File: src/pdma_pkg.sv
// Purpose: Shared constants and types for the packet_mover receive channel
//          control and its attached source/software end.
// Assumes: 32-bit register words, one register per 32-byte channel slot.
// Notes:   Transmit mode words sit in a second region selected by one
//          address bit.
package pdma_pkg;

  localparam int DATA_W        = 32;
  localparam int ADDR_W        = 12;
  localparam int DEF_NCH       = 8;
  localparam int OFF_W         = 9;
  localparam int SIZE_W        = 3;
  localparam int HDR_W         = 3;

  // Field positions
  localparam int RX_EN_BIT     = 31;
  localparam int RX_TD_BIT     = 30;
  localparam int RX_PA_BIT     = 29;
  localparam int TX_MONO_BIT   = 24;

  // Address layout
  localparam int CH_SLOT_SHIFT = 5;
  localparam int WORD_SEL_W    = 5;
  localparam int TX_REGION_BIT = 11;
  localparam logic [WORD_SEL_W-1:0] RX_RUN_OFF  = 5'h00;
  localparam logic [WORD_SEL_W-1:0] TX_MODE_OFF = 5'h04;

  localparam logic [DATA_W-1:0] REG_RESET = 32'h0000_0000;

  // Monolithic header layouts
  localparam logic [HDR_W-1:0]  FIX_HDR_WORDS  = 3'h4;
  localparam logic [HDR_W-1:0]  NORM_HDR_WORDS = 3'h3;
  localparam logic [OFF_W-1:0]  FIX_DATA_OFF   = 9'h010;
  localparam logic [SIZE_W-1:0] FIX_DESC_SIZE  = 3'h3;

  typedef enum logic [2:0] {
    OP_READ     = 3'h0,
    OP_WRITE    = 3'h1,
    OP_INIT     = 3'h2,
    OP_TEARDOWN = 3'h3,
    OP_TXMODE   = 3'h4,
    OP_TXDESC   = 3'h5
  } cmd_op_e;

  typedef enum logic [1:0] {
    H_IDLE   = 2'b00,
    H_BUSY   = 2'b01,
    H_PHASE2 = 2'b11
  } host_st_e;

endpackage

File: src/pdma_link_if.sv
// Purpose: Joins the packet_mover channel control and its outside party.
// Assumes: One clock for both ends.
// Notes:   Stream beats are taken when rxs_valid and rx_open[rxs_chan].
`timescale 1ns/1ps
interface pdma_link_if
  import pdma_pkg::*;
#(
  parameter int NCH = DEF_NCH,
  parameter int CHW = (NCH > 1) ? $clog2(NCH) : 1
);
  // Register port
  logic              reg_req;
  logic              reg_we;
  logic [ADDR_W-1:0] reg_addr;
  logic [DATA_W-1:0] reg_wdata;
  logic              reg_ack;
  logic [DATA_W-1:0] reg_rdata;
  // Teardown request
  logic              td_req;
  logic [CHW-1:0]    td_chan;
  // Receive stream from the application block
  logic              rxs_valid;
  logic [DATA_W-1:0] rxs_data;
  logic              rxs_sop;
  logic              rxs_eop;
  logic [CHW-1:0]    rxs_chan;
  logic [NCH-1:0]    rx_open;
  // Transmit monolithic descriptor push
  logic              tx_desc_valid;
  logic [CHW-1:0]    tx_desc_chan;
  logic [SIZE_W-1:0] tx_desc_size;
  logic [OFF_W-1:0]  tx_desc_off;

  modport dev (
    input  reg_req, reg_we, reg_addr, reg_wdata, td_req, td_chan,
    input  rxs_valid, rxs_data, rxs_sop, rxs_eop, rxs_chan,
    input  tx_desc_valid, tx_desc_chan, tx_desc_size, tx_desc_off,
    output reg_ack, reg_rdata, rx_open
  );

  modport host (
    output reg_req, reg_we, reg_addr, reg_wdata, td_req, td_chan,
    output rxs_valid, rxs_data, rxs_sop, rxs_eop, rxs_chan,
    output tx_desc_valid, tx_desc_chan, tx_desc_size, tx_desc_off,
    input  reg_ack, reg_rdata, rx_open
  );

endinterface

File: src/pdma_host_end.sv
// Purpose: Software and application-block end facing the packet_mover
//          channel control.
// Assumes: User commands arrive one at a time on cmd_valid and cmd_ready.
// Notes:   Commands that would break the usage rules are held back.
`timescale 1ns/1ps
module pdma_host_end
  import pdma_pkg::*;
#(
  parameter int NCH = DEF_NCH,
  parameter int CHW = (NCH > 1) ? $clog2(NCH) : 1
)(
  input  wire logic              clk_sys,
  input  wire logic              resetn,
  pdma_link_if.host              lnk,
  input  wire logic              cmd_valid,
  input  wire cmd_op_e           cmd_op,
  input  wire logic [CHW-1:0]    cmd_chan,
  input  wire logic [DATA_W-1:0] cmd_data,
  input  wire logic              tx_idle,
  output      logic              cmd_ready,
  output      logic              rsp_valid,
  output      logic [DATA_W-1:0] rsp_data,
  input  wire logic              src_valid,
  input  wire logic [DATA_W-1:0] src_data,
  input  wire logic              src_sop,
  input  wire logic              src_eop,
  input  wire logic [CHW-1:0]    src_chan,
  output      logic              src_ready
);

  typedef struct packed {
    host_st_e          st;
    logic              init;
    logic              rdy;
    logic              rv;
    logic [DATA_W-1:0] rd;
    logic              req;
    logic              we;
    logic [ADDR_W-1:0] addr;
    logic [DATA_W-1:0] wd;
    logic              tdr;
    logic [CHW-1:0]    tdc;
    logic              sv;
    logic [DATA_W-1:0] sd;
    logic              ssop;
    logic              seop;
    logic [CHW-1:0]    sc;
    logic              srdy;
    logic [NCH-1:0]    inpkt;
    logic [NCH-1:0]    mono;
    logic              dv;
    logic [CHW-1:0]    dc;
    logic [SIZE_W-1:0] ds;
    logic [OFF_W-1:0]  doff;
  } host_s;

  host_s st_r;
  host_s st_nxt;

  logic              take;
  logic              allow;
  logic [ADDR_W-1:0] a_rx;
  logic [ADDR_W-1:0] a_tx;

  assign take = st_r.sv && lnk.rx_open[st_r.sc];

  always_comb begin
    a_rx = '0;
    a_rx[CH_SLOT_SHIFT +: CHW] = cmd_chan;
    a_rx[WORD_SEL_W-1:0] = RX_RUN_OFF;
    a_tx = a_rx;
    a_tx[WORD_SEL_W-1:0] = TX_MODE_OFF;
    a_tx[TX_REGION_BIT] = 1'b1;
  end

  // Hold disable until packet ends; mode writes need an idle channel
  assign allow = !((cmd_op == OP_INIT
                    || (cmd_op == OP_WRITE && !cmd_data[RX_EN_BIT]))
                   && st_r.inpkt[cmd_chan])
                 && !(cmd_op == OP_TXMODE && !tx_idle);

  always_comb begin
    st_nxt     = st_r;
    st_nxt.rv  = 1'b0;
    st_nxt.req = 1'b0;
    st_nxt.tdr = 1'b0;
    st_nxt.dv  = 1'b0;

    // One-beat source register
    if (take) begin
      st_nxt.sv = 1'b0;
      st_nxt.inpkt[st_r.sc] = !st_r.seop;
    end
    if (src_valid && st_r.srdy) begin
      st_nxt.sv   = 1'b1;
      st_nxt.sd   = src_data;
      st_nxt.ssop = src_sop;
      st_nxt.seop = src_eop;
      st_nxt.sc   = src_chan;
    end
    st_nxt.srdy = !st_nxt.sv;

    case (st_r.st)
      H_IDLE: begin
        if (cmd_valid && st_r.rdy && allow) begin
          st_nxt.init = 1'b0;
          st_nxt.addr = a_rx;
          st_nxt.we   = 1'b1;
          st_nxt.wd   = REG_RESET;
          case (cmd_op)
            OP_READ: begin
              st_nxt.we  = 1'b0;
              st_nxt.req = 1'b1;
              st_nxt.st  = H_BUSY;
            end
            OP_WRITE: begin
              st_nxt.wd  = cmd_data;
              st_nxt.req = 1'b1;
              st_nxt.st  = H_BUSY;
            end
            OP_INIT: begin
              // First write clears teardown with enable still low
              st_nxt.wd[RX_PA_BIT] = cmd_data[RX_PA_BIT];
              st_nxt.init = 1'b1;
              st_nxt.req  = 1'b1;
              st_nxt.st   = H_BUSY;
            end
            OP_TXMODE: begin
              st_nxt.addr = a_tx;
              st_nxt.wd[TX_MONO_BIT] = cmd_data[TX_MONO_BIT];
              st_nxt.mono[cmd_chan]  = cmd_data[TX_MONO_BIT];
              st_nxt.req  = 1'b1;
              st_nxt.st   = H_BUSY;
            end
            OP_TEARDOWN: begin
              st_nxt.tdr = 1'b1;
              st_nxt.tdc = cmd_chan;
              st_nxt.rv  = 1'b1;
              st_nxt.rd  = REG_RESET;
            end
            OP_TXDESC: begin
              st_nxt.dv   = 1'b1;
              st_nxt.dc   = cmd_chan;
              st_nxt.doff = cmd_data[OFF_W-1:0];
              st_nxt.ds   = st_r.mono[cmd_chan] ? FIX_DESC_SIZE
                                                : cmd_data[SIZE_W-1:0];
              st_nxt.rv   = 1'b1;
              st_nxt.rd   = REG_RESET;
            end
            default: begin
              st_nxt.rv = 1'b1;
              st_nxt.rd = REG_RESET;
            end
          endcase
        end
      end
      H_BUSY: begin
        if (lnk.reg_ack) begin
          if (st_r.init) begin
            // Second write sets enable after all fields are set
            st_nxt.wd[RX_EN_BIT] = 1'b1;
            st_nxt.req = 1'b1;
            st_nxt.st  = H_PHASE2;
          end else begin
            st_nxt.rv = 1'b1;
            st_nxt.rd = lnk.reg_rdata;
            st_nxt.st = H_IDLE;
          end
        end
      end
      H_PHASE2: begin
        if (lnk.reg_ack) begin
          st_nxt.rv = 1'b1;
          st_nxt.rd = lnk.reg_rdata;
          st_nxt.st = H_IDLE;
        end
      end
      default: begin
        st_nxt.st = H_IDLE;
      end
    endcase
    st_nxt.rdy = (st_nxt.st == H_IDLE) && !st_nxt.rv;
  end

  always_ff @(posedge clk_sys or negedge resetn) begin
    if (!resetn) begin
      st_r <= '0;
    end else begin
      st_r <= st_nxt;
    end
  end

  assign lnk.reg_req       = st_r.req;
  assign lnk.reg_we        = st_r.we;
  assign lnk.reg_addr      = st_r.addr;
  assign lnk.reg_wdata     = st_r.wd;
  assign lnk.td_req        = st_r.tdr;
  assign lnk.td_chan       = st_r.tdc;
  assign lnk.rxs_valid     = st_r.sv;
  assign lnk.rxs_data      = st_r.sd;
  assign lnk.rxs_sop       = st_r.ssop;
  assign lnk.rxs_eop       = st_r.seop;
  assign lnk.rxs_chan      = st_r.sc;
  assign lnk.tx_desc_valid = st_r.dv;
  assign lnk.tx_desc_chan  = st_r.dc;
  assign lnk.tx_desc_size  = st_r.ds;
  assign lnk.tx_desc_off   = st_r.doff;

  assign cmd_ready = st_r.rdy;
  assign rsp_valid = st_r.rv;
  assign rsp_data  = st_r.rd;
  assign src_ready = st_r.srdy;

endmodule

File: src/flat_wrapper.sv
// flat-port wrapper written by rule: the top's interface ports become plain ports
module pdma_host_end_flat import pdma_pkg::*;
#(
  parameter int NCH = DEF_NCH,
  parameter int CHW = (NCH > 1) ? $clog2(NCH) : 1
)
  (clk_sys, resetn, cmd_valid, cmd_op, cmd_chan, cmd_data, tx_idle, cmd_ready, rsp_valid, rsp_data, src_valid, src_data, src_sop, src_eop, src_chan, src_ready, lnk_reg_req, lnk_reg_we, lnk_reg_addr, lnk_reg_wdata, lnk_td_req, lnk_td_chan, lnk_rxs_valid, lnk_rxs_data, lnk_rxs_sop, lnk_rxs_eop, lnk_rxs_chan, lnk_tx_desc_valid, lnk_tx_desc_chan, lnk_tx_desc_size, lnk_tx_desc_off, lnk_reg_ack, lnk_reg_rdata, lnk_rx_open);
  pdma_link_if #(.NCH(NCH), .CHW(CHW)) lnk_i ();
  input  wire logic clk_sys;
  input  wire logic resetn;
  input  wire logic cmd_valid;
  input  wire cmd_op_e cmd_op;
  input  wire logic [CHW-1:0] cmd_chan;
  input  wire logic [DATA_W-1:0] cmd_data;
  input  wire logic tx_idle;
  output      logic cmd_ready;
  output      logic rsp_valid;
  output      logic [DATA_W-1:0] rsp_data;
  input  wire logic src_valid;
  input  wire logic [DATA_W-1:0] src_data;
  input  wire logic src_sop;
  input  wire logic src_eop;
  input  wire logic [CHW-1:0] src_chan;
  output      logic src_ready;
  output wire logic [$bits(lnk_i.reg_req)-1:0] lnk_reg_req;
  output wire logic [$bits(lnk_i.reg_we)-1:0] lnk_reg_we;
  output wire logic [$bits(lnk_i.reg_addr)-1:0] lnk_reg_addr;
  output wire logic [$bits(lnk_i.reg_wdata)-1:0] lnk_reg_wdata;
  output wire logic [$bits(lnk_i.td_req)-1:0] lnk_td_req;
  output wire logic [$bits(lnk_i.td_chan)-1:0] lnk_td_chan;
  output wire logic [$bits(lnk_i.rxs_valid)-1:0] lnk_rxs_valid;
  output wire logic [$bits(lnk_i.rxs_data)-1:0] lnk_rxs_data;
  output wire logic [$bits(lnk_i.rxs_sop)-1:0] lnk_rxs_sop;
  output wire logic [$bits(lnk_i.rxs_eop)-1:0] lnk_rxs_eop;
  output wire logic [$bits(lnk_i.rxs_chan)-1:0] lnk_rxs_chan;
  output wire logic [$bits(lnk_i.tx_desc_valid)-1:0] lnk_tx_desc_valid;
  output wire logic [$bits(lnk_i.tx_desc_chan)-1:0] lnk_tx_desc_chan;
  output wire logic [$bits(lnk_i.tx_desc_size)-1:0] lnk_tx_desc_size;
  output wire logic [$bits(lnk_i.tx_desc_off)-1:0] lnk_tx_desc_off;
  input wire logic [$bits(lnk_i.reg_ack)-1:0] lnk_reg_ack;
  input wire logic [$bits(lnk_i.reg_rdata)-1:0] lnk_reg_rdata;
  input wire logic [$bits(lnk_i.rx_open)-1:0] lnk_rx_open;
  assign lnk_reg_req = lnk_i.reg_req;
  assign lnk_reg_we = lnk_i.reg_we;
  assign lnk_reg_addr = lnk_i.reg_addr;
  assign lnk_reg_wdata = lnk_i.reg_wdata;
  assign lnk_td_req = lnk_i.td_req;
  assign lnk_td_chan = lnk_i.td_chan;
  assign lnk_rxs_valid = lnk_i.rxs_valid;
  assign lnk_rxs_data = lnk_i.rxs_data;
  assign lnk_rxs_sop = lnk_i.rxs_sop;
  assign lnk_rxs_eop = lnk_i.rxs_eop;
  assign lnk_rxs_chan = lnk_i.rxs_chan;
  assign lnk_tx_desc_valid = lnk_i.tx_desc_valid;
  assign lnk_tx_desc_chan = lnk_i.tx_desc_chan;
  assign lnk_tx_desc_size = lnk_i.tx_desc_size;
  assign lnk_tx_desc_off = lnk_i.tx_desc_off;
  assign lnk_i.reg_ack = lnk_reg_ack;
  assign lnk_i.reg_rdata = lnk_reg_rdata;
  assign lnk_i.rx_open = lnk_rx_open;
  pdma_host_end #(.NCH(NCH), .CHW(CHW)) u_core (.clk_sys(clk_sys), .resetn(resetn), .lnk(lnk_i), .cmd_valid(cmd_valid), .cmd_op(cmd_op), .cmd_chan(cmd_chan), .cmd_data(cmd_data), .tx_idle(tx_idle), .cmd_ready(cmd_ready), .rsp_valid(rsp_valid), .rsp_data(rsp_data), .src_valid(src_valid), .src_data(src_data), .src_sop(src_sop), .src_eop(src_eop), .src_chan(src_chan), .src_ready(src_ready));
endmodule
File: config.mk
export PLATFORM = sky130hd
export DESIGN_NAME = pdma_host_end_flat
export DESIGN_NICKNAME = d
export VERILOG_FILES = /design/src/pdma_pkg.sv /design/src/pdma_link_if.sv /design/src/pdma_host_end.sv /design/src/flat_wrapper.sv
export SDC_FILE = /design/constraint.sdc
export NUM_CORES = 1
export LEC_CHECK = 0
export BUFFER_PORTS_ARGS = -buffer_cell sky130_fd_sc_hd__buf_2
export CAP_MARGIN = 30
export CORE_MARGIN = 2
export CORE_UTILIZATION = 54
export CTS_CLUSTER_SIZE = 8
export DETAILED_ROUTE_END_ITERATION = 10
export GPL_TIMING_DRIVEN = 0
export PLACE_DENSITY = 0.86
export SYNTH_ARGS = -nofsm -noshare
export SYNTH_HDL_FRONTEND = slang
export SYNTH_SLANG_ARGS = --single-unit
File: constraint.sdc
create_clock -name clk_sys -period 4.35 [get_ports clk_sys]
set_input_delay 0.435 -clock clk_sys [delete_from_list [all_inputs] [get_ports clk_sys]]
set_output_delay 0.435 -clock clk_sys [all_outputs]
set_load 0.01 [all_outputs]
==> results of run 1 <==
[worst max-delay path by stage]
stage	slack (ps)	startpoint	cells after the start	endpoint
global placement	680	resetn	1	u_core.lnk.rxs_data[2]$_DFFE_PN0P_
floorplan	2550	cmd_chan[0]	5	u_core.lnk.reg_wdata[24]$_DFFE_PN0N_
finish	2420	u_core.src_ready$_DFF_PN0_	4	u_core.lnk.rxs_data[21]$_DFFE_PN0P_
global route	2280	u_core.src_ready$_DFF_PN0_	4	u_core.lnk.rxs_data[21]$_DFFE_PN0P_
detailed placement	2140	cmd_op[1]	7	u_core.lnk.reg_wdata[20]$_DFFE_PN0N_
CTS	2410	u_core.src_ready$_DFF_PN0_	4	u_core.lnk.rxs_data[22]$_DFFE_PN0P_
[critical path, stage by stage (launching register included)]
cell and delay, ps:
sky130_fd_sc_hd__dfrtp_1 380, sky130_fd_sc_hd__nand2_1 110, sky130_fd_sc_hd__clkbuf_1 440, sky130_fd_sc_hd__clkbuf_1 490, sky130_fd_sc_hd__mux2_2 400
[final cells by class]
type / instances / area (µm²)
Buffer: 157 / 1150
Clock buffer: 23 / 478
Clock inverter: 8 / 146
Fill cell: 936 / 3760
Inverter: 36 / 135
Multi-Input combinational cell: 287 / 2240
Sequential cell: 150 / 3750
Tap cell: 176 / 220
Timing Repair Buffer: 253 / 1300
[registers in the layout, indices dropped and copies added, names as in the netlist, 3 cells and up]
signal,cells
u_core.lnk.reg_addr,4
u_core.lnk.rxs_chan,3
u_core.lnk.reg_wdata,32
u_core.lnk.tx_desc_off,9
u_core.lnk.rxs_data,32
u_core.lnk.td_chan,3
u_core.lnk.tx_desc_size,3
u_core.st_r,19
u_core.rsp_data,32
u_core.lnk.tx_desc_chan,3
[metal layers]
| metal | wire [µm] | part of all wire [%] |
|---|---|---|
| met3 | 1270 | 8.0 |
| met4 | 306 | 1.9 |
| met1 | 6520 | 41 |
| met5 | 0 | 0 |
| met2 | 7780 | 49 |
[through the flow]
step / hold slack (ps) / area (µm²) / worst slack, ps / cells
after global placement: 458 / 8760 / 681 / 1057
after detailed placement: 421 / 8790 / 2140 / 1058
after floorplan: 139 / 7280 / 2550 / 630
after global routing: 227 / 9430 / 2280 / 1090
after CTS: 211 / 9430 / 2410 / 1090
final: 228 / 9430 / 2420 / 1090
[cells by family (layout without fill, tap and decap cells)]
kind of cell	Yosys count	after routing	share of synthesized area, %
adder cells (fa/ha/maj)	1	1	0.138
AND/OR/NAND/NOR	123	123	8.15
XOR/XNOR	2	2	0.241
buffers and inverters	193	477	17.7
other	1	7	0.0516
AO/OA/AOI/OAI	60	60	7.03
flip-flops	150	150	51.7
multiplexers	94	94	15.0
[repair_timing]
item                                    in CTS  in global routing
resized for setup                            0                  0
endpoints found under the setup margin       0                  0
buffers inserted                             0                  0
hold endpoints to repair                    53                  0
hold buffers                                 1                  0
[cell usage in the layout, fill, tap and decap left out, types with 2 or more instances in the layout]
master                      count
sky130_fd_sc_hd__mux2_1         6
sky130_fd_sc_hd__mux2_2        48
sky130_fd_sc_hd__bufinv_16      4
sky130_fd_sc_hd__xnor2_1        2
sky130_fd_sc_hd__buf_12         3
sky130_fd_sc_hd__o22a_1         2
sky130_fd_sc_hd__and2_1         3
sky130_fd_sc_hd__nor4b_1        2
sky130_fd_sc_hd__a22o_1        33
sky130_fd_sc_hd__nor3b_1        4
sky130_fd_sc_hd__buf_4        130
sky130_fd_sc_hd__nor2_1         8
sky130_fd_sc_hd__a31oi_1        2
sky130_fd_sc_hd__buf_6          3
sky130_fd_sc_hd__clkbuf_8       3
sky130_fd_sc_hd__mux2i_1       32
sky130_fd_sc_hd__clkbuf_1      16
sky130_fd_sc_hd__nor3_1         2
sky130_fd_sc_hd__dfrtp_1      150
sky130_fd_sc_hd__inv_1         35
sky130_fd_sc_hd__conb_1         7
sky130_fd_sc_hd__nand4_1        5
sky130_fd_sc_hd__mux4_2         2
sky130_fd_sc_hd__nand4b_1       6
sky130_fd_sc_hd__mux2_4         4
sky130_fd_sc_hd__buf_2        259
sky130_fd_sc_hd__nor2b_1        4
sky130_fd_sc_hd__mux4_1         2
sky130_fd_sc_hd__clkbuf_16     17
sky130_fd_sc_hd__o21ai_0       11
sky130_fd_sc_hd__clkinv_2       2
sky130_fd_sc_hd__nand2_1       80
[power by group]
group	switching, W	internal [W]	leakage [nW]
registers	0.000316	0.00192	1.91
logic	0.00107	0.00144	2.80
clock network	0.000541	0.00100	0.303
total	0.00193	0.00436	5.01
[cell usage after synthesis (all sizes together)]
| master | number |
|---|---|
| dfrtp | 150 |
| or3 | 1 |
| clkbuf | 13 |
| nor3 | 2 |
| nand4b | 6 |
| mux4 | 4 |
| nand2b | 1 |
| or3b | 1 |
| o21bai | 1 |
| o32ai | 2 |
| mux2 | 58 |
| inv | 36 |
| xnor2 | 2 |
| nand4 | 5 |
| nor2b | 4 |
| maj3 | 1 |
| nor3b | 5 |
| nand2 | 80 |
| a31oi | 2 |
| o21ba | 1 |
| and2 | 3 |
| and4b | 1 |
| a22o | 33 |
| o22ai | 1 |
| a21oi | 2 |
| nor4b | 2 |
| conb | 1 |
| or2b | 1 |
| nand3 | 1 |
| a21o | 1 |
| o31ai | 1 |
| a311oi | 1 |
| o21ai | 11 |
| and2b | 1 |
| buf | 144 |
| o211a | 1 |
| nor2 | 8 |
| and4bb | 1 |
| o22a | 2 |
| o31a | 1 |
| mux2i | 32 |
==> flow_results.xml, run 1 <==
<?xml version="1.0" encoding="UTF-8"?>
<metrics>
  <group name="run">
    <metric name="maxCapViolations" unit="">0</metric>
  </group>
  <group name="global_route">
    <metric name="grt_util_all_layers" unit="%">22.7</metric>
    <metric name="grt_antenna_before_repair" unit="">0</metric>
    <metric name="overflow_after_grt" unit="">0</metric>
    <metric name="met1_demand_to_capacity_share_in_global_routing" unit="%">27.4</metric>
    <metric name="first_global_vias" unit="">5413</metric>
    <metric name="grt-busiest-layer" unit="">met2</metric>
    <metric name="grtUsageMet2" unit="%">38.2</metric>
    <metric name="grt_max_degree" unit="">98</metric>
    <metric name="grtUsageMet3" unit="%">7.70</metric>
    <metric name="global_route_wire_length_before_repair" unit="mm">25.7</metric>
  </group>
  <group name="die">
    <metric name="floorplan.initialDensity" unit="%">55.0</metric>
    <metric name="std_cell_rows" unit="">42</metric>
    <metric name="floorplan.die.width" unit="µm">120</metric>
    <metric name="core" unit="µm²">13200</metric>
    <metric name="fp.dieH" unit="µm">120</metric>
    <metric name="area_of_the_die" unit="µm²">14400</metric>
    <metric name="ioPinCount" unit="">260</metric>
  </group>
  <group name="worst_setup_path">
    <metric name="worst_r2r_endpoint" unit="">u_core.lnk.rxs_data[21]$_DFFE_PN0P_</metric>
    <metric name="biggest_fanout_along_the_worst_timing_path" unit="">10</metric>
    <metric name="critical_path_arrival" unit="ps">2230</metric>
    <metric name="worst_r2r_startpoint" unit="">u_core.src_ready$_DFF_PN0_</metric>
    <metric name="r2r.worst_path.cells" unit="">4</metric>
    <metric name="critical_path.startpoint_type" unit="">register</metric>
    <metric name="cp-end-kind" unit="">register</metric>
    <metric name="critPathRequiredTime" unit="ps">4650</metric>
    <metric name="setup.worst_path.class" unit="">register to register</metric>
    <metric name="setup.reg_to_reg.worst_slack" unit="ps">2420</metric>
  </group>
  <group name="clocking">
    <metric name="clock_tree.buffer_depth" unit="">2</metric>
    <metric name="tritoncts.num_buffers" unit="">17</metric>
    <metric name="cts.sinks" unit="">150</metric>
    <metric name="clk_root_buffer_cell" unit="">sky130_fd_sc_hd__clkbuf_16</metric>
    <metric name="clk_latency" unit="ps">420</metric>
    <metric name="h_tree_depth" unit="">4</metric>
    <metric name="clk_pin_slew" unit="ps">60</metric>
    <metric name="cts_tree" unit="">built</metric>
  </group>
  <group name="sta">
    <metric name="maxSlewHeadroom" unit="%">63.7</metric>
    <metric name="finalHoldViolCount" unit="">0</metric>
    <metric name="finalSetupViolations" unit="">0</metric>
    <metric name="max_slew.worst_pin.slew" unit="ps">544</metric>
    <metric name="final_period_demand_of_the_worst_path" unit="ps">1930</metric>
    <metric name="final.setup_skew" unit="ps">5.02</metric>
    <metric name="slew_viol_final" unit="">0</metric>
    <metric name="max_freq" unit="MHz">517</metric>
    <metric name="grt_setup_unrepaired" unit="">no</metric>
    <metric name="fin_tns_setup" unit="ps">0</metric>
    <metric name="final.period_utilization" unit="%">44.4</metric>
  </group>
  <group name="hold_path">
    <metric name="hold_path_end" unit="">u_core.lnk.tx_desc_off[7]$_DFFE_PN0P_</metric>
    <metric name="hp-start" unit="">cmd_data[7]</metric>
    <metric name="holdCritPathClass" unit="">input pin to register</metric>
    <metric name="hold_path_cells" unit="">3</metric>
  </group>
  <group name="pwr">
    <metric name="vdd.ir_drop.worst" unit="mV">0.433</metric>
    <metric name="static-leakage-power" unit="nW">5.01</metric>
    <metric name="power.density_cell_area" unit="nW/µm²">667</metric>
    <metric name="report.power.total" unit="W">0.00629</metric>
  </group>
  <group name="final_layout">
    <metric name="finish.net_count" unit="">1023</metric>
    <metric name="syn_to_final_growth" unit="%">29.8</metric>
    <metric name="antennaDiodeCount" unit="">0</metric>
    <metric name="post_route_cells_drive_above_1_share" unit="%">53.4</metric>
    <metric name="layout.core_utilization" unit="%">71.5</metric>
  </group>
  <group name="logic_synthesis">
    <metric name="postSynthCellCount" unit="">624</metric>
    <metric name="syn_area_per_cell" unit="µm²">11.6</metric>
    <metric name="post-synth-top-area-cell" unit="">sky130_fd_sc_hd__dfrtp_1</metric>
    <metric name="top_cell_type_s_share_of_synthesized_area" unit="%">51.7</metric>
    <metric name="total_number_of_yosys_warnings" unit="">0</metric>
    <metric name="postSynthRegisterBits" unit="">150</metric>
    <metric name="synth.cell_area" unit="µm²">7260</metric>
    <metric name="ys_types" unit="">51</metric>
    <metric name="yosysSeqAreaShare" unit="%">51.7</metric>
    <metric name="synth_area_leaders" unit="">sky130_fd_sc_hd__dfrtp_1 52%, sky130_fd_sc_hd__buf_4 13%, sky130_fd_sc_hd__mux2_2 7.4%</metric>
  </group>
  <group name="place">
    <metric name="place_hpwl" unit="mm">11.7</metric>
    <metric name="portBuffers" unit="">251</metric>
    <metric name="globalplace.congestion" unit="">0.792</metric>
  </group>
  <group name="detailed_routing">
    <metric name="post_drt_via_cell_ratio" unit="">4.87</metric>
    <metric name="routed_wl" unit="mm">15.9</metric>
    <metric name="ant_nets" unit="">0</metric>
    <metric name="drt_iter0_drcs" unit="">207</metric>
    <metric name="route.detailed.drc" unit="">0</metric>
    <metric name="dr_total_vias" unit="">5309</metric>
    <metric name="first_pass_detailed_route_iteration_total" unit="">5</metric>
    <metric name="route.detailed.wl_per_inst" unit="µm">14.6</metric>
  </group>
  <group name="status">
    <metric name="result_of_the_run" unit="">complete, no violations</metric>
  </group>
</metrics>
Note: power is estimated with default switching activity, not from simulation.
==> inputs of run 2 (changes only) <==
- ABC_AREA: not set -> 1
- CORE_UTILIZATION: 54 -> 46
- PLACE_DENSITY: 0.86 -> 0.78
- clock period: 4.35 -> 1.67 ns (I/O delays scaled with it)
==> run 2 against run 1 <==
Compared with the run above: via count rose by 22%; register-to-register slack got worse by 2400 ps; synthesized cell count rose by 28%; critical path depth rose by 7; critical path type unchanged; largest power group unchanged.
==> flow_results.xml, run 2 <==
<?xml version="1.0" encoding="UTF-8"?>
<metrics>
  <group name="logic_synthesis">
    <metric name="postSynthCellCount" unit="">797</metric>
    <metric name="asyncSetResetFlopFracSynth" unit="%">100</metric>
    <metric name="number_of_synthesized_flops_with_an_enable_pin" unit="">0</metric>
    <metric name="top_cell_type_s_share_of_synthesized_area" unit="%">50.8</metric>
    <metric name="synth.top_cells.by_count" unit="">240 x sky130_fd_sc_hd__nand2_1, 150 x sky130_fd_sc_hd__dfrtp_1, 133 x sky130_fd_sc_hd__buf_4</metric>
    <metric name="dominantRegCellSynth" unit="">sky130_fd_sc_hd__dfrtp_1</metric>
    <metric name="ys_types" unit="">32</metric>
    <metric name="synth_area_leaders" unit="">sky130_fd_sc_hd__dfrtp_1 51%, sky130_fd_sc_hd__buf_4 14%, sky130_fd_sc_hd__nand2_1 12%</metric>
    <metric name="syn_area_per_cell" unit="µm²">9.26</metric>
    <metric name="yosysSeqAreaShare" unit="%">50.8</metric>
    <metric name="total_number_of_yosys_warnings" unit="">0</metric>
    <metric name="post-synth-top-area-cell" unit="">sky130_fd_sc_hd__dfrtp_1</metric>
    <metric name="postSynthRegisterBits" unit="">150</metric>
    <metric name="synth.cell_area" unit="µm²">7380</metric>
    <metric name="synth_most_common_cell" unit="">sky130_fd_sc_hd__nand2_1</metric>
  </group>
  <group name="status">
    <metric name="result_of_the_run" unit="">complete, no violations</metric>
  </group>
  <group name="die">
    <metric name="floorplan.die.width" unit="µm">131</metric>
    <metric name="floorplan.initialDensity" unit="%">46.8</metric>
    <metric name="ioPinCount" unit="">260</metric>
    <metric name="core" unit="µm²">15800</metric>
    <metric name="fp.dieH" unit="µm">131</metric>
    <metric name="std_cell_rows" unit="">46</metric>
    <metric name="area_of_the_die" unit="µm²">17100</metric>
  </group>
  <group name="sta">
    <metric name="maxSlewHeadroom" unit="%">55.4</metric>
    <metric name="worst_slack" unit="ps">10.5</metric>
    <metric name="finalHoldViolCount" unit="">0</metric>
    <metric name="final_period_demand_of_the_worst_path" unit="ps">1660</metric>
    <metric name="finalSetupViolations" unit="">0</metric>
    <metric name="final.period_utilization" unit="%">99.4</metric>
    <metric name="slew_viol_final" unit="">0</metric>
    <metric name="max_freq" unit="MHz">603</metric>
    <metric name="final.setup_skew" unit="ps">18.8</metric>
    <metric name="grt_setup_unrepaired" unit="">yes</metric>
    <metric name="max_slew.worst_pin.slew" unit="ps">670</metric>
  </group>
  <group name="worst_setup_path">
    <metric name="worst_r2r_startpoint" unit="">u_core.st_r[30]$_DFFE_PN0P_</metric>
    <metric name="timing.critical_path.slowest_stage_cell" unit="">sky130_fd_sc_hd__dfrtp_1</metric>
    <metric name="cp_cell_sequence" unit="">nand2_1, nand3_2, nand2_2, nor2_4, nand2_4, nand2_4, nor2_4, inv_4, buf_8, nand2_1, nand2_1</metric>
    <metric name="setup.worst_path.class" unit="">register to register</metric>
    <metric name="crit_top_cell" unit="">sky130_fd_sc_hd__nand2_1</metric>
    <metric name="slowest_delay" unit="ps">400</metric>
    <metric name="biggest_fanout_along_the_worst_timing_path" unit="">8</metric>
    <metric name="critPathRequiredTime" unit="ps">1970</metric>
    <metric name="cell_class_contributing_the_biggest_share_of_worst_path_delay" unit="">simple AND/OR/NAND/NOR gates</metric>
    <metric name="critical_path.startpoint_type" unit="">register</metric>
    <metric name="cp-end-kind" unit="">register</metric>
    <metric name="worst-path-buf-inv" unit="">2</metric>
    <metric name="r2r.worst_path.cells" unit="">11</metric>
    <metric name="critical_path_arrival" unit="ps">1960</metric>
    <metric name="worst_r2r_endpoint" unit="">u_core.lnk.tx_desc_off[8]$_DFFE_PN0P_</metric>
    <metric name="setup.reg_to_reg.worst_slack" unit="ps">10</metric>
  </group>
  <group name="global_route">
    <metric name="grt_antenna_before_repair" unit="">2</metric>
    <metric name="global_route_wire_length_before_repair" unit="mm">30.1</metric>
    <metric name="grt_max_degree" unit="">83</metric>
    <metric name="grt_util_all_layers" unit="%">22.7</metric>
    <metric name="first_global_vias" unit="">6235</metric>
    <metric name="overflow_after_grt" unit="">0</metric>
  </group>
  <group name="detailed_routing">
    <metric name="routed_wl" unit="mm">19.5</metric>
    <metric name="post_drt_via_cell_ratio" unit="">4.61</metric>
    <metric name="route.detailed.drc" unit="">0</metric>
    <metric name="route.detailed.wl_per_inst" unit="µm">13.8</metric>
    <metric name="drt_iter0_drcs" unit="">298</metric>
    <metric name="first_pass_detailed_route_iteration_total" unit="">4</metric>
    <metric name="dr_total_vias" unit="">6488</metric>
    <metric name="ant_nets" unit="">0</metric>
  </group>
  <group name="final_layout">
    <metric name="layout.core_utilization" unit="%">68.2</metric>
    <metric name="finish.net_count" unit="">1297</metric>
    <metric name="syn_to_final_growth" unit="%">45.7</metric>
    <metric name="layout_common_cells" unit="">253 x sky130_fd_sc_hd__buf_2, 229 x sky130_fd_sc_hd__nand2_1, 147 x sky130_fd_sc_hd__dfrtp_1</metric>
    <metric name="post_route_cells_drive_above_1_share" unit="%">44.6</metric>
    <metric name="most_frequent_standard_cell_in_the_layout_excluding_fill_and_tap_cells" unit="">sky130_fd_sc_hd__buf_2</metric>
    <metric name="fin_cells" unit="">1407</metric>
  </group>
  <group name="place">
    <metric name="place_worst_setup_slack" unit="ps">-156</metric>
    <metric name="globalplace.congestion" unit="">0.802</metric>
    <metric name="placed_cells_incl_taps" unit="">1271</metric>
    <metric name="portBuffers" unit="">251</metric>
    <metric name="place_hpwl" unit="mm">12.5</metric>
  </group>
  <group name="pwr">
    <metric name="report.power.total" unit="W">0.0173</metric>
    <metric name="vdd.ir_drop.worst" unit="mV">0.961</metric>
    <metric name="power.density_cell_area" unit="nW/µm²">1610</metric>
    <metric name="static-leakage-power" unit="nW">5.74</metric>
  </group>
  <group name="clocking">
    <metric name="clk_root_buffer_cell" unit="">sky130_fd_sc_hd__clkbuf_16</metric>
    <metric name="clk_pin_slew" unit="ps">70</metric>
    <metric name="clock_tree.buffer_depth" unit="">2</metric>
    <metric name="cts_tree" unit="">built</metric>
    <metric name="cts.sinks" unit="">150</metric>
    <metric name="h_tree_depth" unit="">4</metric>
    <metric name="clk_latency" unit="ps">430</metric>
    <metric name="tritoncts.num_buffers" unit="">17</metric>
  </group>
  <group name="hold_path">
    <metric name="holdCritPathClass" unit="">input pin to register</metric>
    <metric name="hold_path_cells" unit="">3</metric>
    <metric name="hp-start" unit="">cmd_data[28]</metric>
    <metric name="hold_path_end" unit="">u_core.lnk.reg_wdata[28]$_DFFE_PN0N_</metric>
  </group>
  <group name="run">
    <metric name="maxCapViolations" unit="">0</metric>
  </group>
</metrics>
[run 2: area by class of cell]
cell class / count / area, µm²
Multi-Input combinational cell: 462 / 2480
Buffer: 162 / 1200
Fill cell: 1273 / 5010
Timing Repair Buffer: 354 / 2310
Antenna cell: 2 / 5.00
Clock buffer: 20 / 467
Tap cell: 216 / 270
Timing Repair inverter: 1 / 7.51
Clock inverter: 12 / 151
Inverter: 28 / 113
Sequential cell: 150 / 3760
[run 2: layer usage]
metal	GRT usage [%]	routed length, µm	vias up
met5	0	13	-
met3	5.46	944	39
li1	-	-	3200
met2	40.5	10300	189
met1	26.0	7670	3058
met4	9.89	522	2
[run 2: kinds of logic after synthesis]
| group | share of synthesized area, % |
|---|---|
| compound gates | 4.81 |
| buf+inv | 17.6 |
| flops | 50.8 |
| mux | 5.19 |
| other cells | 0.0508 |
| simple gates | 21.5 |
[run 2: worst min-delay path, cell delays in order]
cell and delay (ps):
sky130_fd_sc_hd__buf_2 100, sky130_fd_sc_hd__nand2_1 50, sky130_fd_sc_hd__o21ai_0 80
[run 2: worst max-delay path by stage]
stage | from | to | slack (ps) | cells after the start
floorplan | u_core.lnk.rxs_chan[1]$_DFFE_PN0P_ | u_core.st_r[29]$_DFFE_PN0P_ | 110 | 10
global placement | resetn | u_core.rsp_data[25]$_DFFE_PN0P_ | -1850 | 1
detailed placement | u_core.st_r[156]$_DFF_PN0_ | u_core.rsp_data[12]$_DFFE_PN0P_ | -160 | 6
CTS | u_core.st_r[156]$_DFF_PN0_ | u_core.rsp_data[13]$_DFFE_PN0P_ | 5 | 6
global route | u_core.st_r[30]$_DFFE_PN0P_ | u_core.lnk.tx_desc_off[8]$_DFFE_PN0P_ | -70 | 11
finish | u_core.st_r[30]$_DFFE_PN0P_ | u_core.lnk.tx_desc_off[8]$_DFFE_PN0P_ | 10 | 11
[run 2: report_power, final]
group / switching (W) / total, W / internal [W]
clock network: 0.00151 / 0.00397 / 0.00246
registers: 0.000910 / 0.00596 / 0.00505
logic: 0.00350 / 0.00737 / 0.00387
[run 2: what timing repair did]
item,4_1_cts,5_1_grt
resized for setup,13,31
hold endpoints to repair,162,1
pin swaps,0,8
hold buffers,94,1
setup endpoints to repair,48,68
gates cloned,1,2
buffers inserted,0,5
[run 2: stage by stage]
stage | hold slack (ps) | area [µm²] | setup TNS, ps
2_1_floorplan | -129 | 7410 | 0
3_3_place_gp | 368 | 8930 | -277910
3_5_place_dp | 227 | 8970 | -4590
4_1_cts | 4.64 | 10600 | 0
5_1_grt | 18.0 | 10800 | -858
6_report | 28.0 | 10800 | 0
